<file path="src/hw/cnt1_cfg.svh">
// constants for the counter output and frequency divider block
// assumes a single 250 MHz clock and synchronous reset
`ifndef CNT1_CFG_SVH
`define CNT1_CFG_SVH
`define CNT1_WIDTH 24
`define CNT1_PIN_COUNT 10
`define CNT1_PIN_SEL_W 4
`define CNT1_DIV_W 4
`define CNT1_MCLK_HZ 250000000
`define CNT1_TB_FAST_HZ 10000000
`define CNT1_TB_SLOW_HZ 100000
`define CNT1_TB_FAST_CYC (`CNT1_MCLK_HZ / `CNT1_TB_FAST_HZ)
`define CNT1_TB_SLOW_CYC (`CNT1_MCLK_HZ / `CNT1_TB_SLOW_HZ)
`define CNT1_TB_CNT_W 12
`endif

</file>
<file path="src/hw/cnt1_pkg.sv">
// types for the counter output and frequency divider block
// assumes cnt1_cfg.svh supplies the widths
`include "cnt1_cfg.svh"
`default_nettype none
package cnt1_pkg;
   typedef enum logic {
      CNT1_SHAPE_PULSE = 1'b0,
      CNT1_SHAPE_TOGGLE = 1'b1
   } cnt1_shape_t;

   typedef struct packed {
      logic [`CNT1_PIN_SEL_W-1:0] src_sel;
      logic src_fall;
      logic [`CNT1_PIN_SEL_W-1:0] gate_sel;
      logic gate_fall;
      cnt1_shape_t shape;
      logic out_low;
      logic out_en;
      logic dir_pin_en;
      logic dir_up;
   } cnt1_ctrl_t;

   typedef struct packed {
      logic slow_sel;
      logic [`CNT1_DIV_W-1:0] divisor_m1;
      logic invert;
      logic out_en;
   } cnt1_div_ctrl_t;
endpackage
`default_nettype wire

</file>
<file path="src/hw/cnt1_top.sv">
// second general-purpose counter output side and frequency divider
// assumes pins are asynchronous to mclk_in; control bits are static ports
`include "cnt1_cfg.svh"
`default_nettype none
module cnt1_top
   import cnt1_pkg::*;
#(
   parameter int CNT_W = `CNT1_WIDTH,
   parameter int PIN_N = `CNT1_PIN_COUNT
) (
   input wire logic mclk_in,
   input wire logic rst_in,
   input wire logic [PIN_N-1:0] function_pins_in,
   input wire logic shared_direction_pin_in,
   input wire cnt1_ctrl_t ctrl_in,
   input wire cnt1_div_ctrl_t div_ctrl_in,
   input wire logic load_in,
   input wire logic [CNT_W-1:0] load_value_in,
   output logic [CNT_W-1:0] count_out,
   output logic counter1_output_out,
   output logic counter1_output_oe_out,
   output logic divided_clock_output_out,
   output logic divided_clock_output_oe_out,
   output logic shared_direction_pin_free_out
);
   localparam int TB_W = `CNT1_TB_CNT_W;
   localparam int SEL_W = `CNT1_PIN_SEL_W;
   localparam int DIV_W = `CNT1_DIV_W;
   localparam logic [TB_W-1:0] FAST_LAST = TB_W'(`CNT1_TB_FAST_CYC - 1);
   localparam logic [TB_W-1:0] FAST_HALF = TB_W'(`CNT1_TB_FAST_CYC / 2);
   localparam logic [TB_W-1:0] SLOW_LAST = TB_W'(`CNT1_TB_SLOW_CYC - 1);
   localparam logic [TB_W-1:0] SLOW_HALF = TB_W'(`CNT1_TB_SLOW_CYC / 2);
   localparam logic [TB_W-1:0] TB_ONE = TB_W'(1);
   localparam logic [SEL_W-1:0] SEL_FAST = SEL_W'(PIN_N);
   localparam logic [SEL_W-1:0] SEL_SLOW = SEL_W'(PIN_N + 1);
   localparam logic [CNT_W-1:0] CNT_TOP = {CNT_W{1'b1}};
   localparam logic [CNT_W-1:0] CNT_ONE = CNT_W'(1);
   localparam logic [DIV_W-1:0] DIV_ONE = DIV_W'(1);

   // pin synchroniser stages
   logic [PIN_N-1:0] pin_s1_r;
   logic [PIN_N-1:0] pin_s2_r;
   logic dir_s1_r;
   logic dir_s2_r;
   // internal timebases
   logic [TB_W-1:0] fast_cnt_r;
   logic [TB_W-1:0] fast_cnt_nxt;
   logic [TB_W-1:0] slow_cnt_r;
   logic [TB_W-1:0] slow_cnt_nxt;
   logic fast_lvl;
   logic slow_lvl;
   // counter path
   logic src_lvl;
   logic gate_lvl;
   logic src_d_r;
   logic src_edge;
   logic gate_on;
   logic count_up;
   logic at_tc;
   logic cnt_step;
   logic tc_hit;
   logic [CNT_W-1:0] count_r;
   logic [CNT_W-1:0] count_nxt;
   logic [CNT_W-1:0] count_stepped;
   logic tc_pulse_r;
   logic tc_pulse_nxt;
   logic tc_toggle_r;
   logic tc_toggle_nxt;
   logic shaped;
   logic co_r;
   logic co_nxt;
   logic co_oe_r;
   logic free_r;
   // divider path
   logic div_lvl;
   logic div_tick;
   logic div_wrap;
   logic [DIV_W-1:0] div_cnt_r;
   logic [DIV_W-1:0] div_cnt_nxt;
   logic dco_r;
   logic dco_nxt;
   logic dco_oe_r;

   function automatic logic pick_line(input logic [PIN_N-1:0] pins, input logic [SEL_W-1:0] sel,
      input logic fast, input logic slow);
      logic hit;
      hit = 1'b0;
      for (int i = 0; i < PIN_N; i++) begin
         if (sel == SEL_W'(i)) begin
            hit = pins[i];
         end
      end
      if (sel == SEL_FAST) begin
         hit = fast;
      end
      if (sel == SEL_SLOW) begin
         hit = slow;
      end
      return hit;
   endfunction

   function automatic logic edge_seen(input logic prev, input logic now, input logic fall);
      return fall ? (prev & ~now) : (~prev & now);
   endfunction

   // timebase square waves
   assign fast_cnt_nxt = (fast_cnt_r >= FAST_LAST) ? '0 : fast_cnt_r + TB_ONE;
   assign slow_cnt_nxt = (slow_cnt_r >= SLOW_LAST) ? '0 : slow_cnt_r + TB_ONE;
   assign fast_lvl = fast_cnt_r < FAST_HALF;
   assign slow_lvl = slow_cnt_r < SLOW_HALF;

   assign src_lvl = pick_line(pin_s2_r, ctrl_in.src_sel, fast_lvl, slow_lvl);
   assign gate_lvl = pick_line(pin_s2_r, ctrl_in.gate_sel, fast_lvl, slow_lvl);
   assign src_edge = edge_seen(src_d_r, src_lvl, ctrl_in.src_fall);
   assign gate_on = gate_lvl ^ ctrl_in.gate_fall;
   assign count_up = ctrl_in.dir_pin_en ? dir_s2_r : ctrl_in.dir_up;
   assign at_tc = count_up ? (count_r == CNT_TOP) : (count_r == '0);
   assign cnt_step = src_edge & gate_on & ~load_in;
   assign tc_hit = cnt_step & at_tc;
   // up on high, down on low
   assign count_stepped = count_up ? count_r + CNT_ONE : count_r - CNT_ONE;
   assign count_nxt = load_in ? load_value_in : (cnt_step ? count_stepped : count_r);
   assign tc_pulse_nxt = src_edge ? tc_hit : tc_pulse_r;
   assign tc_toggle_nxt = tc_toggle_r ^ tc_hit;
   assign shaped = (ctrl_in.shape == CNT1_SHAPE_TOGGLE) ? tc_toggle_r : tc_pulse_r;
   assign co_nxt = shaped ^ ctrl_in.out_low;

   assign div_lvl = div_ctrl_in.slow_sel ? slow_lvl : fast_lvl;
   assign div_tick = div_ctrl_in.slow_sel ? (slow_cnt_r == SLOW_HALF) : (fast_cnt_r == FAST_HALF);
   // counts 0 to divisor minus one
   assign div_wrap = div_cnt_r >= div_ctrl_in.divisor_m1;
   assign div_cnt_nxt = !div_tick ? div_cnt_r : (div_wrap ? '0 : div_cnt_r + DIV_ONE);
   assign dco_nxt = ((div_cnt_r == '0) & div_lvl) ^ div_ctrl_in.invert;

   always_ff @(posedge mclk_in) begin
      pin_s1_r <= function_pins_in;
      pin_s2_r <= pin_s1_r;
   end

   always_ff @(posedge mclk_in) begin
      dir_s1_r <= shared_direction_pin_in;
      dir_s2_r <= dir_s1_r;
   end

   // source history, no reset so no false edge
   always_ff @(posedge mclk_in) begin
      src_d_r <= src_lvl;
   end

   always_ff @(posedge mclk_in) begin
      if (rst_in) begin
         fast_cnt_r <= '0;
         slow_cnt_r <= '0;
      end else begin
         fast_cnt_r <= fast_cnt_nxt;
         slow_cnt_r <= slow_cnt_nxt;
      end
   end

   // counter state
   always_ff @(posedge mclk_in) begin
      if (rst_in) begin
         count_r <= '0;
         tc_pulse_r <= 1'b0;
         tc_toggle_r <= 1'b0;
      end else begin
         count_r <= count_nxt;
         tc_pulse_r <= tc_pulse_nxt;
         tc_toggle_r <= tc_toggle_nxt;
      end
   end

   always_ff @(posedge mclk_in) begin
      if (rst_in) begin
         co_r <= 1'b0;
         co_oe_r <= 1'b0;
         free_r <= 1'b1;
         div_cnt_r <= '0;
         dco_r <= 1'b0;
         dco_oe_r <= 1'b0;
      end else begin
         co_r <= co_nxt;
         co_oe_r <= ctrl_in.out_en;
         free_r <= ~ctrl_in.dir_pin_en;
         div_cnt_r <= div_cnt_nxt;
         dco_r <= dco_nxt;
         dco_oe_r <= div_ctrl_in.out_en;
      end
   end

   assign count_out = count_r;
   assign counter1_output_out = co_r;
   assign counter1_output_oe_out = co_oe_r;
   assign divided_clock_output_out = dco_r;
   assign divided_clock_output_oe_out = dco_oe_r;
   assign shared_direction_pin_free_out = free_r;

   a_oe_at_start: assert property (
      @(posedge mclk_in) $past(rst_in) |-> !counter1_output_oe_out && !divided_clock_output_oe_out)
      else $error("output enable set straight after reset");

   a_pin_free: assert property (
      @(posedge mclk_in) disable iff (rst_in)
      !$past(rst_in) |-> shared_direction_pin_free_out == !$past(ctrl_in.dir_pin_en))
      else $error("shared pin free flag wrong");

   a_count_up: assert property (
      @(posedge mclk_in) disable iff (rst_in)
      cnt_step && count_up |=> count_out == $past(count_r) + CNT_ONE)
      else $error("count did not step up");

   a_count_down: assert property (
      @(posedge mclk_in) disable iff (rst_in)
      cnt_step && !count_up |=> count_out == $past(count_r) - CNT_ONE)
      else $error("count did not step down");

   a_gate_blocks: assert property (
      @(posedge mclk_in) disable iff (rst_in)
      src_edge && !gate_on && !load_in |=> $stable(count_out))
      else $error("count moved with gate off");

   a_pulse_holds: assert property (
      @(posedge mclk_in) disable iff (rst_in)
      tc_pulse_r && !src_edge |=> tc_pulse_r)
      else $error("pulse ended before next source edge");

   a_pulse_ends: assert property (
      @(posedge mclk_in) disable iff (rst_in)
      tc_pulse_r && src_edge && !tc_hit |=> !tc_pulse_r)
      else $error("pulse outlived one source period");

   a_div_wrap: assert property (
      @(posedge mclk_in) disable iff (rst_in)
      div_tick && div_wrap |=> div_cnt_r == '0)
      else $error("divider did not wrap");
endmodule
`default_nettype wire

</file>
<file path="config.mk">
export PLATFORM = sky130hd
export DESIGN_NAME = cnt1_top
export DESIGN_NICKNAME = d
export VERILOG_FILES = /design/src/hw/cnt1_pkg.sv /design/src/hw/cnt1_top.sv
export VERILOG_INCLUDE_DIRS = /design/src /design/src/hw
export SDC_FILE = /design/constraint.sdc
export NUM_CORES = 1
export LEC_CHECK = 0
export ABC_AREA = 1
export BUFFER_PORTS_ARGS = -buffer_cell sky130_fd_sc_hd__buf_2
export CORE_MARGIN = 3
export CORE_UTILIZATION = 35
export CTS_CLUSTER_DIAMETER = 60
export CTS_CLUSTER_SIZE = 40
export DETAILED_ROUTE_END_ITERATION = 7
export PLACE_DENSITY = 0.52
export SETUP_SLACK_MARGIN = 0.15
export SYNTH_ARGS = -nofsm -noshare
export SYNTH_HDL_FRONTEND = slang
export SYNTH_SLANG_ARGS = --single-unit
</file>
<file path="constraint.sdc">
create_clock -name mclk_in -period 10.5 [get_ports mclk_in]
set_input_delay 2.1 -clock mclk_in [delete_from_list [all_inputs] [get_ports mclk_in]]
set_output_delay 2.1 -clock mclk_in [all_outputs]
set_load 0.02 [all_outputs]
</file>
==> impl_results.html, run 1 <==
<table>
<tr><th>Metric</th><th>Value</th></tr>
<tr><th colspan="2">Final layout</th></tr>
<tr><td>Final #Nets</td><td>915</td></tr>
<tr><td>Area added between synthesis and finish</td><td>18.7%</td></tr>
<tr><td>Fraction of layout instances using a drive strength above 1</td><td>0.149</td></tr>
<tr><td>Layout filler cell count</td><td>~1500</td></tr>
<tr><td>Footprint of the multi-input gates</td><td>2990 sq um</td></tr>
<tr><td>Number of antenna cells inserted</td><td>0</td></tr>
<tr><td>Register Area</td><td>roughly 1600 sq um</td></tr>
<tr><th colspan="2">Route</th></tr>
<tr><td>Drt pass-1 iters</td><td>4</td></tr>
<tr><td>Top sig layer</td><td>met4</td></tr>
<tr><td>Total number of vias</td><td>between 4000 and 5000</td></tr>
<tr><td>Number of nets still failing antenna checks after routing</td><td>0</td></tr>
<tr><td>Detailed-route wire length per cell</td><td>~14 microns</td></tr>
<tr><td>Detail-routed via count per cell</td><td>about 4.9</td></tr>
<tr><td>Routed met3 length</td><td>748 microns</td></tr>
<tr><td>Wire length after detailed routing</td><td>around 14 mm</td></tr>
<tr><td>Met1 Routed Length</td><td>roughly 7.4 mm</td></tr>
<tr><td>Detailed-routed wire length on met2</td><td>6.07 mm</td></tr>
<tr><td>Detailed router's first-iteration violation count</td><td>302</td></tr>
<tr><td>DRC violation count after routing</td><td>0</td></tr>
<tr><th colspan="2">Power</th></tr>
<tr><td>Power Density</td><td>approximately 150 nW/um^2</td></tr>
<tr><td>Largest voltage drop on the vdd net</td><td>0.0851 mV</td></tr>
<tr><td>Total leakage power</td><td>between 0.002 and 0.003 uW</td></tr>
<tr><th colspan="2">Setup path</th></tr>
<tr><td>Data arrival time of the critical path</td><td>~4.3 ns</td></tr>
<tr><td>Reg-to-reg setup timing slack</td><td>between 7 and 8 ns</td></tr>
<tr><td>Kind of critical path</td><td>input pin to register</td></tr>
<tr><td>R2r startpoint</td><td>dir_s2_r$_DFF_P_</td></tr>
<tr><td>Reg2Reg Depth</td><td>15</td></tr>
<tr><td>Endpoint type of the worst setup path</td><td>register</td></tr>
<tr><td>Required arrival time at the worst endpoint</td><td>about 11 ns</td></tr>
<tr><td>Worst setup path endpoint</td><td>count_out[15]$_SDFFE_PP0P_</td></tr>
<tr><td>Launch point of the critical path</td><td>ctrl_in[0]</td></tr>
<tr><td>Setup crit start kind</td><td>input pin</td></tr>
<tr><td>Terminus of the critical flop-to-flop path</td><td>count_out[15]$_SDFFE_PP0P_</td></tr>
<tr><td>Largest fanout on the critical path</td><td>26</td></tr>
<tr><th colspan="2">Synth</th></tr>
<tr><td>Largest area contributor in the synthesized netlist</td><td>sky130_fd_sc_hd__dfxtp_1</td></tr>
<tr><td>Post-synthesis share of cell area spent on and, or, nand and nor gates</td><td>0.341</td></tr>
<tr><td>Seq cells post-synth</td><td>82</td></tr>
<tr><td>Post-synthesis compound-gate area fraction</td><td>0.123</td></tr>
<tr><td>Adder-Cell Fraction of Synth Area</td><td>0.0848</td></tr>
<tr><td>Share of the yosys chip area belonging to registers</td><td>0.331</td></tr>
<tr><td>Multiplexer area fraction after synthesis</td><td>0.00202</td></tr>
<tr><td>Number of distinct standard cells referenced by the synthesized netlist</td><td>41</td></tr>
<tr><td>Warnings from Yosys</td><td>0</td></tr>
<tr><td>Synth area leaders</td><td>sky130_fd_sc_hd__dfxtp_1 (33%), sky130_fd_sc_hd__nand2_1 (15%), sky130_fd_sc_hd__ha_1 (8.1%)</td></tr>
<tr><td>Number of instances in the synthesized netlist</td><td>between 700 and 800</td></tr>
<tr><td>Netlist area before placement</td><td>approximately 5000 sq um</td></tr>
<tr><td>Fraction of synthesized cell area in xor and xnor cells</td><td>0.0459</td></tr>
<tr><td>Mean instance size in the synthesized netlist</td><td>approximately 6.8 sq um</td></tr>
<tr><td>Combinational family with the most area after synthesis</td><td>simple AND/OR/NAND/NOR gates</td></tr>
<tr><td>Top-area cell type share of the netlist area</td><td>0.331</td></tr>
<tr><th colspan="2">STA</th></tr>
<tr><td>Share of the clock period used by the worst path</td><td>0.393</td></tr>
<tr><td>Worst slew margin relative to its limit</td><td>0.492</td></tr>
<tr><td>TNS Setup</td><td>0 ns</td></tr>
<tr><td>Measured slew at the worst slew-check pin</td><td>0.753 ns</td></tr>
<tr><td>Worst hold margin</td><td>approximately 0.32 ns</td></tr>
<tr><td>Peak clock frequency supported by timing</td><td>between 200 and 250 MHz</td></tr>
<tr><td>Time the worst path needs with I/O delays and setup</td><td>approximately 4.1 ns</td></tr>
<tr><td>Max Clock Skew</td><td>slightly below 0.01 ns</td></tr>
<tr><td>RSZ-0062 raised after global routing</td><td>false</td></tr>
<tr><td>Final hold vios</td><td>0</td></tr>
<tr><td>Final worst setup slack</td><td>between 6 and 7 ns</td></tr>
<tr><td>Pins over their slew limit</td><td>0</td></tr>
<tr><td>Total of endpoints with negative setup slack in the final report</td><td>0</td></tr>
<tr><th colspan="2">Global route</th></tr>
<tr><td>Remaining global-route overflow</td><td>0</td></tr>
<tr><td>Maximum number of pins on one net before global-route repair</td><td>43</td></tr>
<tr><td>Global-route total usage across every layer</td><td>0.183</td></tr>
<tr><td>Via count of the first global-routing pass</td><td>~4700</td></tr>
<tr><td>Antenna violations before repair</td><td>0</td></tr>
<tr><td>First-pass GRT wire length</td><td>between 20 and 25 mm</td></tr>
<tr><th colspan="2">Clock network</th></tr>
<tr><td>Clock tree from TritonCTS</td><td>built</td></tr>
<tr><td>Total of cells resized after clock tree synthesis</td><td>0</td></tr>
<tr><td>Clock-pin transition on the worst setup and hold timing paths</td><td>roughly 0.070 ns</td></tr>
<tr><td># hold bufs at CTS</td><td>0</td></tr>
<tr><td>Max Root-Sink Buffers</td><td>2</td></tr>
<tr><td>CTS root buffer</td><td>sky130_fd_sc_hd__clkbuf_16</td></tr>
<tr><td>Number of CTS-inserted buffers</td><td>9</td></tr>
<tr><td>Level count of the clock H-tree</td><td>3</td></tr>
<tr><td>TritonCTS sink count</td><td>82</td></tr>
<tr><td>Post-CTS setup-driven buffer insertion count</td><td>0</td></tr>
<tr><td>Clock latency on the worst-skew pair</td><td>about 0.35 ns</td></tr>
<tr><th colspan="2">Floorplan</th></tr>
<tr><td>Die area</td><td>~16000 sq um</td></tr>
<tr><td>Number of top-level pins</td><td>just under 90</td></tr>
<tr><td>Die Y</td><td>about 130 microns</td></tr>
<tr><td>Core Area</td><td>~14000 sq um</td></tr>
<tr><td>Die span in x</td><td>between 100 and 150 microns</td></tr>
<tr><td>Effective utilization at floorplan</td><td>0.366</td></tr>
<tr><td>Number of rows in the core area</td><td>42</td></tr>
<tr><th colspan="2">Place</th></tr>
<tr><td>Dpl hpwl</td><td>around 11 mm</td></tr>
<tr><td>Input/output buffers</td><td>88</td></tr>
<tr><td>Pre-CTS worst setup slack</td><td>6.01 ns</td></tr>
<tr><td>Final weighted congestion of routability-driven global placement</td><td>about 0.93</td></tr>
<tr><th colspan="2">Run</th></tr>
<tr><td>Max Cap Viol</td><td>0</td></tr>
<tr><th colspan="2">Worst hold path</th></tr>
<tr><td>Min-Delay Path Class</td><td>register to register</td></tr>
<tr><th colspan="2">Outcome</th></tr>
<tr><td>Outcome</td><td>finished, final reports clean</td></tr>
</table>
==> area by class of cell <==
| class | count | area share |
|---|---|---|
| multi-input cells | 569 | 0.508 |
| flip-flops and latches | 82 | 0.279 |
| repair buffers | 91 | 0.0787 |
| inverters | 69 | 0.0440 |
| clock buffers | 9 | 0.0383 |
| well taps | 176 | 0.0374 |
| clock inverters | 7 | 0.0147 |
==> metrics by stage <==
stage	total power [uW]	cells	util	cell area, sq um
after global routing	934	1003	0.434	5880
after CTS	894	1003	0.434	5880
after global placement	566	987	0.411	5570
after detailed placement	568	987	0.411	5570
after floorplan	502	738	-	4980
final	879	1003	0.434	5880
==> how the worst min path moves through the flow <==
stage	cells past startpoint	startpoint	endpoint	slack (ns)
after global routing	0	pin_s1_r[1]$_DFF_P_	pin_s2_r[1]$_DFF_P_	0.33
final	0	pin_s1_r[1]$_DFF_P_	pin_s2_r[1]$_DFF_P_	0.32
after CTS	0	pin_s1_r[1]$_DFF_P_	pin_s2_r[1]$_DFF_P_	0.33
after detailed placement	0	pin_s1_r[8]$_DFF_P_	pin_s2_r[8]$_DFF_P_	0.31
after floorplan	0	dir_s1_r$_DFF_P_	dir_s2_r$_DFF_P_	0.31
after global placement	0	dir_s1_r$_DFF_P_	dir_s2_r$_DFF_P_	0.31
==> registers in the layout, summed over array words and instances, names as in the netlist, 4 cells and up <==
signal / flops
count_out: 24
fast_cnt_r: 12
slow_cnt_r: 12
pin_s1_r: 10
pin_s2_r: 10
div_cnt_r: 4
==> cell families (layout without fill, tap and decap cells) <==
| family | after synthesis | after routing |
|---|---|---|
| DFF | 82 | 82 |
| buffers and inverters | 87 | 176 |
| AOI/OAI and AO/OA | 112 | 112 |
| adders and majority gates | 33 | 33 |
| other | 1 | 7 |
| and+or+nand+nor | 390 | 390 |
| xor gates and xnor gates | 26 | 26 |
| muxes | 1 | 1 |
==> cell usage in the layout (no fill, tap or decap), drive strengths merged, types with 3 or more instances in the layout <==
cell type and instances:
inv 69, conb 7, a21oi 57, a31oi 5, xor2 13, clkinv 7
nor3 14, o21ai 35, o21a 3, ha 32, nor4 7, or2 3
xnor2 13, nor2 76, nand2 199, clkbuf 9, nand3 63, o211ai 3
dfxtp 82, buf 91, nand4 25
==> cells in the mapped netlist <==
| master | n |
|---|---|
| sky130_fd_sc_hd__a211oi_1 | 2 |
| sky130_fd_sc_hd__a21boi_0 | 2 |
| sky130_fd_sc_hd__a21o_1 | 1 |
| sky130_fd_sc_hd__a21oi_1 | 56 |
| sky130_fd_sc_hd__a21oi_2 | 1 |
| sky130_fd_sc_hd__a22oi_1 | 1 |
| sky130_fd_sc_hd__a311oi_1 | 1 |
| sky130_fd_sc_hd__a31oi_1 | 5 |
| sky130_fd_sc_hd__and3_1 | 1 |
| sky130_fd_sc_hd__buf_4 | 3 |
| sky130_fd_sc_hd__buf_6 | 2 |
| sky130_fd_sc_hd__clkbuf_1 | 12 |
| sky130_fd_sc_hd__clkbuf_2 | 1 |
| sky130_fd_sc_hd__clkinv_1 | 1 |
| sky130_fd_sc_hd__conb_1 | 1 |
| sky130_fd_sc_hd__dfxtp_1 | 82 |
| sky130_fd_sc_hd__fa_1 | 1 |
| sky130_fd_sc_hd__ha_1 | 32 |
| sky130_fd_sc_hd__inv_1 | 63 |
| sky130_fd_sc_hd__inv_2 | 5 |
| sky130_fd_sc_hd__mux2i_1 | 1 |
| sky130_fd_sc_hd__nand2_1 | 196 |
| sky130_fd_sc_hd__nand2_2 | 2 |
| sky130_fd_sc_hd__nand2_4 | 1 |
| sky130_fd_sc_hd__nand3_1 | 61 |
| sky130_fd_sc_hd__nand3_2 | 1 |
| sky130_fd_sc_hd__nand3_4 | 1 |
| sky130_fd_sc_hd__nand4_1 | 25 |
| sky130_fd_sc_hd__nor2_1 | 75 |
| sky130_fd_sc_hd__nor2_2 | 1 |
| sky130_fd_sc_hd__nor3_1 | 14 |
| sky130_fd_sc_hd__nor3b_1 | 2 |
| sky130_fd_sc_hd__nor4_1 | 7 |
| sky130_fd_sc_hd__o211ai_1 | 3 |
| sky130_fd_sc_hd__o21a_1 | 3 |
| sky130_fd_sc_hd__o21ai_0 | 30 |
| sky130_fd_sc_hd__o21ai_1 | 5 |
| sky130_fd_sc_hd__o21bai_1 | 2 |
| sky130_fd_sc_hd__or2_2 | 3 |
| sky130_fd_sc_hd__xnor2_1 | 13 |
| sky130_fd_sc_hd__xor2_1 | 13 |
==> worst max-delay path, stage by stage <==
cell                       delay (ns)
sky130_fd_sc_hd__buf_2           0.10
sky130_fd_sc_hd__o21ai_2         0.12
sky130_fd_sc_hd__buf_4           0.32
sky130_fd_sc_hd__ha_1            0.34
sky130_fd_sc_hd__a21oi_1         0.19
sky130_fd_sc_hd__a21boi_0        0.38
sky130_fd_sc_hd__nor2_1          0.11
sky130_fd_sc_hd__nor2_1          0.10
sky130_fd_sc_hd__nand2_1         0.06
sky130_fd_sc_hd__or2_2           0.27
sky130_fd_sc_hd__nand3_1         0.07
sky130_fd_sc_hd__nand2_1         0.06
sky130_fd_sc_hd__nand2_1         0.06
sky130_fd_sc_hd__a21oi_1         0.06
==> metal layers <==
layer	vias up	global-route usage
li1	2608	-
met1	2212	0.267
met2	125	0.279
met3	14	0.0388
met4	0	0.0402
met5	-	0
==> report_power, final <==
part | total, uW | switching, uW | internal (uW)
Combinational | 213 | 136 | 76.8
Sequential | 348 | 19.0 | 329
Clock | 318 | 149 | 169
Total | 879 | 304 | 575
(Power assumes the default switching activity.)
==> run 2: changes to the inputs <==
- PLACE_DENSITY: 0.52 -> 0.54
- clock period: 10.5 -> 3.4 ns (I/O delays scaled with it)
==> impl_results.html, run 2 (same netlist as run 1, synthesis figures left out) <==
<table>
<tr><th>Metric</th><th>Value</th></tr>
<tr><th colspan="2">Route</th></tr>
<tr><td>Total number of vias</td><td>~5100</td></tr>
<tr><td>DRC violation count after routing</td><td>0</td></tr>
<tr><td>Wire length after detailed routing</td><td>approximately 15 mm</td></tr>
<tr><td>Number of nets still failing antenna checks after routing</td><td>0</td></tr>
<tr><td>Detailed-route wire length per cell</td><td>14.8 microns</td></tr>
<tr><td>Detail-routed via count per cell</td><td>5.05</td></tr>
<tr><td>Detailed router's first-iteration violation count</td><td>346</td></tr>
<tr><td>Drt pass-1 iters</td><td>5</td></tr>
<tr><th colspan="2">Floorplan</th></tr>
<tr><td>Die span in x</td><td>roughly 130 microns</td></tr>
<tr><td>Number of top-level pins</td><td>89</td></tr>
<tr><td>Die Y</td><td>125 microns</td></tr>
<tr><td>Number of rows in the core area</td><td>42</td></tr>
<tr><td>Core Area</td><td>about 14000 sq um</td></tr>
<tr><td>Effective utilization at floorplan</td><td>0.366</td></tr>
<tr><td>Die area</td><td>roughly 16000 sq um</td></tr>
<tr><th colspan="2">Clock network</th></tr>
<tr><td>TritonCTS sink count</td><td>82</td></tr>
<tr><td>Total of cells resized after clock tree synthesis</td><td>0</td></tr>
<tr><td>Number of CTS-inserted buffers</td><td>9</td></tr>
<tr><td>CTS root buffer</td><td>sky130_fd_sc_hd__clkbuf_16</td></tr>
<tr><td># hold bufs at CTS</td><td>0</td></tr>
<tr><td>Clock-pin transition on the worst setup and hold timing paths</td><td>approximately 0.070 ns</td></tr>
<tr><td>Clock latency on the worst-skew pair</td><td>about 0.35 ns</td></tr>
<tr><td>Clock tree from TritonCTS</td><td>built</td></tr>
<tr><td>Max Root-Sink Buffers</td><td>2</td></tr>
<tr><td>Post-CTS setup-driven buffer insertion count</td><td>0</td></tr>
<tr><td>Level count of the clock H-tree</td><td>3</td></tr>
<tr><th colspan="2">Setup path</th></tr>
<tr><td>Worst-path cell with the longest stage delay</td><td>sky130_fd_sc_hd__ha_1</td></tr>
<tr><td>Largest delay share family, worst path</td><td>simple AND/OR/NAND/NOR gates</td></tr>
<tr><td>Setup crit start kind</td><td>input pin</td></tr>
<tr><td>Maximum cell stage delay along the critical path</td><td>between 0.3 and 0.4 ns</td></tr>
<tr><td>Cell chain of the critical path</td><td>buf_2 &gt; nand2_1 &gt; o21ai_2 &gt; buf_4 &gt; buf_4 &gt; ha_1 &gt; nand2_1 &gt; inv_1 &gt; nand2_1 &gt; nor3_1 &gt; nand4_1 &gt; nand3_1 &gt; xor2_1 &gt; nand2_1 &gt; nand2_1 &gt; nand2_1 &gt; a21oi_1</td></tr>
<tr><td>Largest fanout on the critical path</td><td>14</td></tr>
<tr><td>Kind of critical path</td><td>input pin to register</td></tr>
<tr><td>Endpoint type of the worst setup path</td><td>register</td></tr>
<tr><td>Number of buffers and inverters on the critical path</td><td>4</td></tr>
<tr><td>Launch point of the critical path</td><td>ctrl_in[1]</td></tr>
<tr><td>Required arrival time at the worst endpoint</td><td>around 3.7 ns</td></tr>
<tr><td>Crit path top cell by count</td><td>sky130_fd_sc_hd__nand2_1</td></tr>
<tr><td>R2r startpoint</td><td>dir_s2_r$_DFF_P_</td></tr>
<tr><td>Data arrival time of the critical path</td><td>between 3 and 4 ns</td></tr>
<tr><th colspan="2">Power</th></tr>
<tr><td>Int Pwr</td><td>1770 uW</td></tr>
<tr><td>Total leakage power</td><td>between 0.002 and 0.003 uW</td></tr>
<tr><td>Power Density</td><td>roughly 460 nW/um^2</td></tr>
<tr><td>Portion of total power attributed to the clock network</td><td>0.355</td></tr>
<tr><td>Proportion of total power due to net switching</td><td>0.346</td></tr>
<tr><td>Register share of total power</td><td>0.398</td></tr>
<tr><td>Largest voltage drop on the vdd net</td><td>0.260 mV</td></tr>
<tr><td>Combinational cell fraction of total power</td><td>0.248</td></tr>
<tr><td>Net Switching</td><td>938 uW</td></tr>
<tr><th colspan="2">STA</th></tr>
<tr><td>TNS Setup</td><td>0 ns</td></tr>
<tr><td>Total of endpoints with negative setup slack in the final report</td><td>0</td></tr>
<tr><td>Peak clock frequency supported by timing</td><td>between 300 and 400 MHz</td></tr>
<tr><td>Worst hold margin</td><td>around 0.33 ns</td></tr>
<tr><td>Share of the clock period used by the worst path</td><td>0.822</td></tr>
<tr><td>Worst slew margin relative to its limit</td><td>0.516</td></tr>
<tr><td>Max Clock Skew</td><td>slightly below 0.01 ns</td></tr>
<tr><td>Final hold vios</td><td>0</td></tr>
<tr><td>Measured slew at the worst slew-check pin</td><td>between 0.7 and 0.8 ns</td></tr>
<tr><td>RSZ-0062 raised after global routing</td><td>false</td></tr>
<tr><td>Pins over their slew limit</td><td>0</td></tr>
<tr><td>Time the worst path needs with I/O delays and setup</td><td>roughly 2.8 ns</td></tr>
<tr><th colspan="2">Final layout</th></tr>
<tr><td>Most used cells in the layout excluding fill and tap cells</td><td>sky130_fd_sc_hd__nand2_1 (196), sky130_fd_sc_hd__buf_2 (88), sky130_fd_sc_hd__dfxtp_1 (82)</td></tr>
<tr><td>Number of antenna cells inserted</td><td>0</td></tr>
<tr><td>Commonest non-fill, non-tap cell in the layout</td><td>sky130_fd_sc_hd__nand2_1</td></tr>
<tr><td>Max FFs per register</td><td>24</td></tr>
<tr><td>Cell area after layout</td><td>about 5900 sq um</td></tr>
<tr><td>Fraction of layout instances using a drive strength above 1</td><td>0.153</td></tr>
<tr><td>Area added between synthesis and finish</td><td>19.0%</td></tr>
<tr><td>Final #Nets</td><td>approximately 920</td></tr>
<tr><td>Layout filler cell count</td><td>approximately 1500</td></tr>
<tr><th colspan="2">Global route</th></tr>
<tr><td>GRT busiest layer</td><td>met2</td></tr>
<tr><td>Antenna violations before repair</td><td>1</td></tr>
<tr><td>Met3 usage in global routing</td><td>0.0405</td></tr>
<tr><td>Maximum number of pins on one net before global-route repair</td><td>33</td></tr>
<tr><td>Met1 GRT Util</td><td>0.271</td></tr>
<tr><td>Via count of the first global-routing pass</td><td>between 4000 and 5000</td></tr>
<tr><td>First-pass GRT wire length</td><td>24.4 mm</td></tr>
<tr><td>Met2 layer usage reported by global route</td><td>0.282</td></tr>
<tr><td>Remaining global-route overflow</td><td>0</td></tr>
<tr><td>Global-route total usage across every layer</td><td>0.189</td></tr>
<tr><th colspan="2">Place</th></tr>
<tr><td>Dpl hpwl</td><td>around 12 mm</td></tr>
<tr><td>Final weighted congestion of routability-driven global placement</td><td>around 0.9</td></tr>
<tr><td>Input/output buffers</td><td>88</td></tr>
<tr><td>Cell area after placement</td><td>about 5600 sq um</td></tr>
<tr><th colspan="2">Outcome</th></tr>
<tr><td>Outcome</td><td>finished, final reports clean</td></tr>
<tr><th colspan="2">Run</th></tr>
<tr><td>Max Cap Viol</td><td>0</td></tr>
<tr><th colspan="2">Worst hold path</th></tr>
<tr><td>Hold Startpoint</td><td>pin_s1_r[6]$_DFF_P_</td></tr>
<tr><td>Min-Delay Path Class</td><td>register to register</td></tr>
</table>
## run 2: cell count changes in the layout (fill, tap and decap cells not counted)
cell and delta:
sky130_fd_sc_hd__buf_4 +4, sky130_fd_sc_hd__clkinv_4 -3, sky130_fd_sc_hd__clkinvlp_4 +3, sky130_fd_sc_hd__clkinv_8 -2, sky130_fd_sc_hd__inv_8 +2
## run 2: final timing paths
kind / slack [ns] / cells after the start / end
max: 0.60 / 17 / count_out[20]$_SDFFE_PP0P_
min: 0.33 / 0 / pin_s2_r[6]$_DFF_P_
max reg2reg: 0.72 / 17 / count_out[20]$_SDFFE_PP0P_
min reg2reg: 0.33 / 0 / pin_s2_r[6]$_DFF_P_
## run 2: layout make-up
cell class | instances | area, sq um | share of cell area
clock buffers | 9 | 225 | 0.0382
clock inverters | 7 | 72.6 | 0.0123
inverters | 69 | 259 | 0.0439
multi-input cells | 569 | 2990 | 0.506
flip-flops and latches | 82 | 1640 | 0.278
well taps | 176 | 220 | 0.0373
repair buffers | 95 | 493 | 0.0836
## run 2: power by group through the flow
stage,Combinational [uW],Sequential (uW),Clock (uW)
5_1_grt,755,1090,1040
6_report,671,1080,962
2_1_floorplan,434,1120,0
4_1_cts,670,1080,994
3_3_place_gp,662,1100,0
3_5_place_dp,667,1100,0
## run 2: through the flow
step	std cells	setup WS [ns]	total power [uW]	utilization
after floorplan	738	0.399	1550	-
after global placement	991	0.199	1760	0.413
after detailed placement	991	0.309	1770	0.413
after CTS	1007	0.655	2740	0.435
after global routing	1007	0.427	2880	0.435
final	1007	0.605	2710	0.435
## run 2: worst register-to-register path, stage by stage (launching register included)
cell and delay [ns]:
sky130_fd_sc_hd__dfxtp_1 0.32, sky130_fd_sc_hd__inv_1 0.04, sky130_fd_sc_hd__nand2_1 0.06, sky130_fd_sc_hd__o21ai_2 0.05
sky130_fd_sc_hd__buf_4 0.19, sky130_fd_sc_hd__buf_4 0.21, sky130_fd_sc_hd__ha_1 0.37, sky130_fd_sc_hd__nand2_1 0.09
sky130_fd_sc_hd__inv_1 0.14, sky130_fd_sc_hd__nand2_1 0.09, sky130_fd_sc_hd__nor3_1 0.27, sky130_fd_sc_hd__nand4_1 0.13
sky130_fd_sc_hd__nand3_1 0.18, sky130_fd_sc_hd__xor2_1 0.17, sky130_fd_sc_hd__nand2_1 0.08, sky130_fd_sc_hd__nand2_1 0.08
sky130_fd_sc_hd__nand2_1 0.05, sky130_fd_sc_hd__a21oi_1 0.12
## run 2: per-layer routing
layer	wire, microns	up-vias
met5	13	-
li1	-	2607
met3	947	28
met4	279	2
met1	7400	2281
met2	6250	164
==> run 3: changes to the inputs <==
- clock period: 3.4 -> 2.57 ns (I/O delays scaled with it)
==> impl_results.html, run 3 (same netlist as run 1, synthesis figures left out) <==
<table>
<tr><th>Metric</th><th>Value</th></tr>
<tr><th colspan="2">Outcome</th></tr>
<tr><td>Outcome</td><td>finished, final reports clean</td></tr>
<tr><th colspan="2">STA</th></tr>
<tr><td>Max Clock Skew</td><td>approximately 0.0086 ns</td></tr>
<tr><td>Total of endpoints with negative setup slack in the final report</td><td>0</td></tr>
<tr><td>Worst slew margin relative to its limit</td><td>0.639</td></tr>
<tr><td>RSZ-0062 raised after global routing</td><td>true</td></tr>
<tr><td>Final hold vios</td><td>0</td></tr>
<tr><td>Worst hold margin</td><td>between 0.2 and 0.3 ns</td></tr>
<tr><td>Time the worst path needs with I/O delays and setup</td><td>approximately 2.4 ns</td></tr>
<tr><td>Share of the clock period used by the worst path</td><td>0.919</td></tr>
<tr><td>Measured slew at the worst slew-check pin</td><td>around 0.54 ns</td></tr>
<tr><td>Pins over their slew limit</td><td>0</td></tr>
<tr><td>Peak clock frequency supported by timing</td><td>about 420 MHz</td></tr>
<tr><th colspan="2">Floorplan</th></tr>
<tr><td>Effective utilization at floorplan</td><td>0.366</td></tr>
<tr><td>Core Area</td><td>13600 sq um</td></tr>
<tr><td>Die span in x</td><td>between 100 and 150 microns</td></tr>
<tr><td>Die Y</td><td>roughly 130 microns</td></tr>
<tr><td>Number of rows in the core area</td><td>42</td></tr>
<tr><td>Die area</td><td>15600 sq um</td></tr>
<tr><td>Number of top-level pins</td><td>89</td></tr>
<tr><th colspan="2">Power</th></tr>
<tr><td>Largest voltage drop on the vdd net</td><td>0.586 mV</td></tr>
<tr><td>Power Density</td><td>approximately 600 nW/um^2</td></tr>
<tr><td>Power Total</td><td>between 4000 and 5000 uW</td></tr>
<tr><td>Total leakage power</td><td>between 0.003 and 0.004 uW</td></tr>
<tr><th colspan="2">Route</th></tr>
<tr><td>Number of nets still failing antenna checks after routing</td><td>0</td></tr>
<tr><td>Drt pass-1 iters</td><td>5</td></tr>
<tr><td>Detailed router's first-iteration violation count</td><td>371</td></tr>
<tr><td>Detail-routed via count per cell</td><td>~5.0</td></tr>
<tr><td>Total number of vias</td><td>~5400</td></tr>
<tr><td>Wire length after detailed routing</td><td>15.9 mm</td></tr>
<tr><td>DRC violation count after routing</td><td>0</td></tr>
<tr><td>Detailed-route wire length per cell</td><td>14.8 microns</td></tr>
<tr><th colspan="2">Final layout</th></tr>
<tr><td>Fraction of layout instances using a drive strength above 1</td><td>0.283</td></tr>
<tr><td>Most used cells in the layout excluding fill and tap cells</td><td>sky130_fd_sc_hd__nand2_1 (184), sky130_fd_sc_hd__buf_2 (87), sky130_fd_sc_hd__dfxtp_1 (81)</td></tr>
<tr><td>Final #Nets</td><td>a little under 1000</td></tr>
<tr><td>Area added between synthesis and finish</td><td>37.2%</td></tr>
<tr><td>Max FFs per register</td><td>24</td></tr>
<tr><td>Commonest non-fill, non-tap cell in the layout</td><td>sky130_fd_sc_hd__nand2_1</td></tr>
<tr><td>Number of antenna cells inserted</td><td>0</td></tr>
<tr><th colspan="2">Setup path</th></tr>
<tr><td>Setup crit start kind</td><td>register</td></tr>
<tr><td>Required arrival time at the worst endpoint</td><td>between 2 and 3 ns</td></tr>
<tr><td>Data arrival time of the critical path</td><td>2.59 ns</td></tr>
<tr><td>Crit path top cell by count</td><td>sky130_fd_sc_hd__nand2_1</td></tr>
<tr><td>Maximum cell stage delay along the critical path</td><td>0.32 ns</td></tr>
<tr><td>Endpoint type of the worst setup path</td><td>register</td></tr>
<tr><td>Number of buffers and inverters on the critical path</td><td>5</td></tr>
<tr><td>Kind of critical path</td><td>register to register</td></tr>
<tr><td>Largest delay share family, worst path</td><td>simple AND/OR/NAND/NOR gates</td></tr>
<tr><td>Worst-path cell with the longest stage delay</td><td>sky130_fd_sc_hd__dfxtp_2</td></tr>
<tr><td>Largest fanout on the critical path</td><td>6</td></tr>
<tr><td>Cell chain of the critical path</td><td>inv_2 &gt; nand2_4 &gt; o21ai_4 &gt; buf_12 &gt; buf_4 &gt; ha_4 &gt; buf_6 &gt; nand2_2 &gt; nor2_1 &gt; buf_4 &gt; nand4_1 &gt; nand3_1 &gt; nand2_1 &gt; nand3_1 &gt; nand2_1 &gt; nand2_1 &gt; a21oi_1</td></tr>
<tr><th colspan="2">Global route</th></tr>
<tr><td>Maximum number of pins on one net before global-route repair</td><td>33</td></tr>
<tr><td>Via count of the first global-routing pass</td><td>4976</td></tr>
<tr><td>Global-route total usage across every layer</td><td>0.194</td></tr>
<tr><td>Remaining global-route overflow</td><td>0</td></tr>
<tr><td>Antenna violations before repair</td><td>0</td></tr>
<tr><td>First-pass GRT wire length</td><td>~25 mm</td></tr>
<tr><th colspan="2">Worst hold path</th></tr>
<tr><td>Min-Delay Path Class</td><td>input pin to register</td></tr>
<tr><th colspan="2">Clock network</th></tr>
<tr><td>Clock latency on the worst-skew pair</td><td>~0.36 ns</td></tr>
<tr><td>CTS root buffer</td><td>sky130_fd_sc_hd__clkbuf_16</td></tr>
<tr><td>Clock tree from TritonCTS</td><td>built</td></tr>
<tr><td>TritonCTS sink count</td><td>82</td></tr>
<tr><td>Max Root-Sink Buffers</td><td>2</td></tr>
<tr><td>Clock-pin transition on the worst setup and hold timing paths</td><td>approximately 0.070 ns</td></tr>
<tr><td>Level count of the clock H-tree</td><td>3</td></tr>
<tr><td># hold bufs at CTS</td><td>0</td></tr>
<tr><td>Number of CTS-inserted buffers</td><td>9</td></tr>
<tr><th colspan="2">Place</th></tr>
<tr><td>Input/output buffers</td><td>a little under 90</td></tr>
<tr><td>Final weighted congestion of routability-driven global placement</td><td>0.916</td></tr>
<tr><td>Dpl hpwl</td><td>11.6 mm</td></tr>
<tr><th colspan="2">Run</th></tr>
<tr><td>Max Cap Viol</td><td>0</td></tr>
</table>
run 3: cell count changes in the layout (fill, tap and decap cells not counted), moves of 7 or more:
cell | before | now
sky130_fd_sc_hd__nand3_1 | 61 | 46
sky130_fd_sc_hd__ha_1 | 32 | 24
sky130_fd_sc_hd__nor2_2 | 1 | 8
sky130_fd_sc_hd__nand3_2 | 1 | 13
sky130_fd_sc_hd__buf_4 | 7 | 62
sky130_fd_sc_hd__a21oi_2 | 1 | 8
sky130_fd_sc_hd__nand2_1 | 196 | 184
sky130_fd_sc_hd__nand2_2 | 2 | 12
sky130_fd_sc_hd__a21oi_1 | 56 | 49
sky130_fd_sc_hd__nor2_1 | 75 | 65
run 3: repair_timing:
action,in CTS,in global routing
buffers inserted,2,6
pin swaps,1,32
gates cloned,1,0
hold endpoints to repair,0,0
gates resized for setup,6,84
setup endpoints to repair,7,24
run 3: stage by stage:
stage | TNS, ns | util | setup WS (ns) | cells | cell area (sq um)
final | 0 | 0.502 | 0.207 | 1070 | 6800
after global routing | 0 | 0.502 | 0.0480 | 1070 | 6800
after CTS | 0 | 0.472 | 0.145 | 1064 | 6390
after detailed placement | -4.08 | 0.444 | -0.337 | 1045 | 6010
after global placement | -3.49 | 0.444 | -0.356 | 1045 | 6010
after floorplan | 0 | - | 0.0375 | 738 | 4990
run 3: final timing paths:
check,slack (ns),depth (start not counted),startpoint,to
worst max-delay path,0.21,17,dir_s2_r$_DFF_P_,count_out[18]$_SDFFE_PP0P_
worst min-delay path,0.26,1,function_pins_in[1],pin_s1_r[1]$_DFF_P_
worst max register to register,0.21,17,dir_s2_r$_DFF_P_,count_out[18]$_SDFFE_PP0P_
worst min register to register,0.33,0,dir_s1_r$_DFF_P_,dir_s2_r$_DFF_P_
run 3: final cells by class:
cell class | count | area (sq um)
timing repair buffer | 157 | 996
inverter | 69 | 259
clock buffer | 9 | 225
multi-input combinational | 570 | 3350
tap | 176 | 220
fill | 1444 | 6760
sequential | 82 | 1640
clock inverter | 7 | 106
run 3: per-layer routing:
layer	GRT usage	vias to the layer above	wire length, microns
met5	0	-	0
met4	0.0523	0	204
met2	0.299	145	7070
met1	0.273	2466	7680
li1	-	2748	-
met3	0.0469	18	916
run 3: where the power goes:
part	internal [uW]	leakage, uW	total (uW)	switching [uW]
Clock	869	0.000163	1470	597
Combinational	530	0.00245	1190	665
Sequential	1340	0.000678	1430	90.5
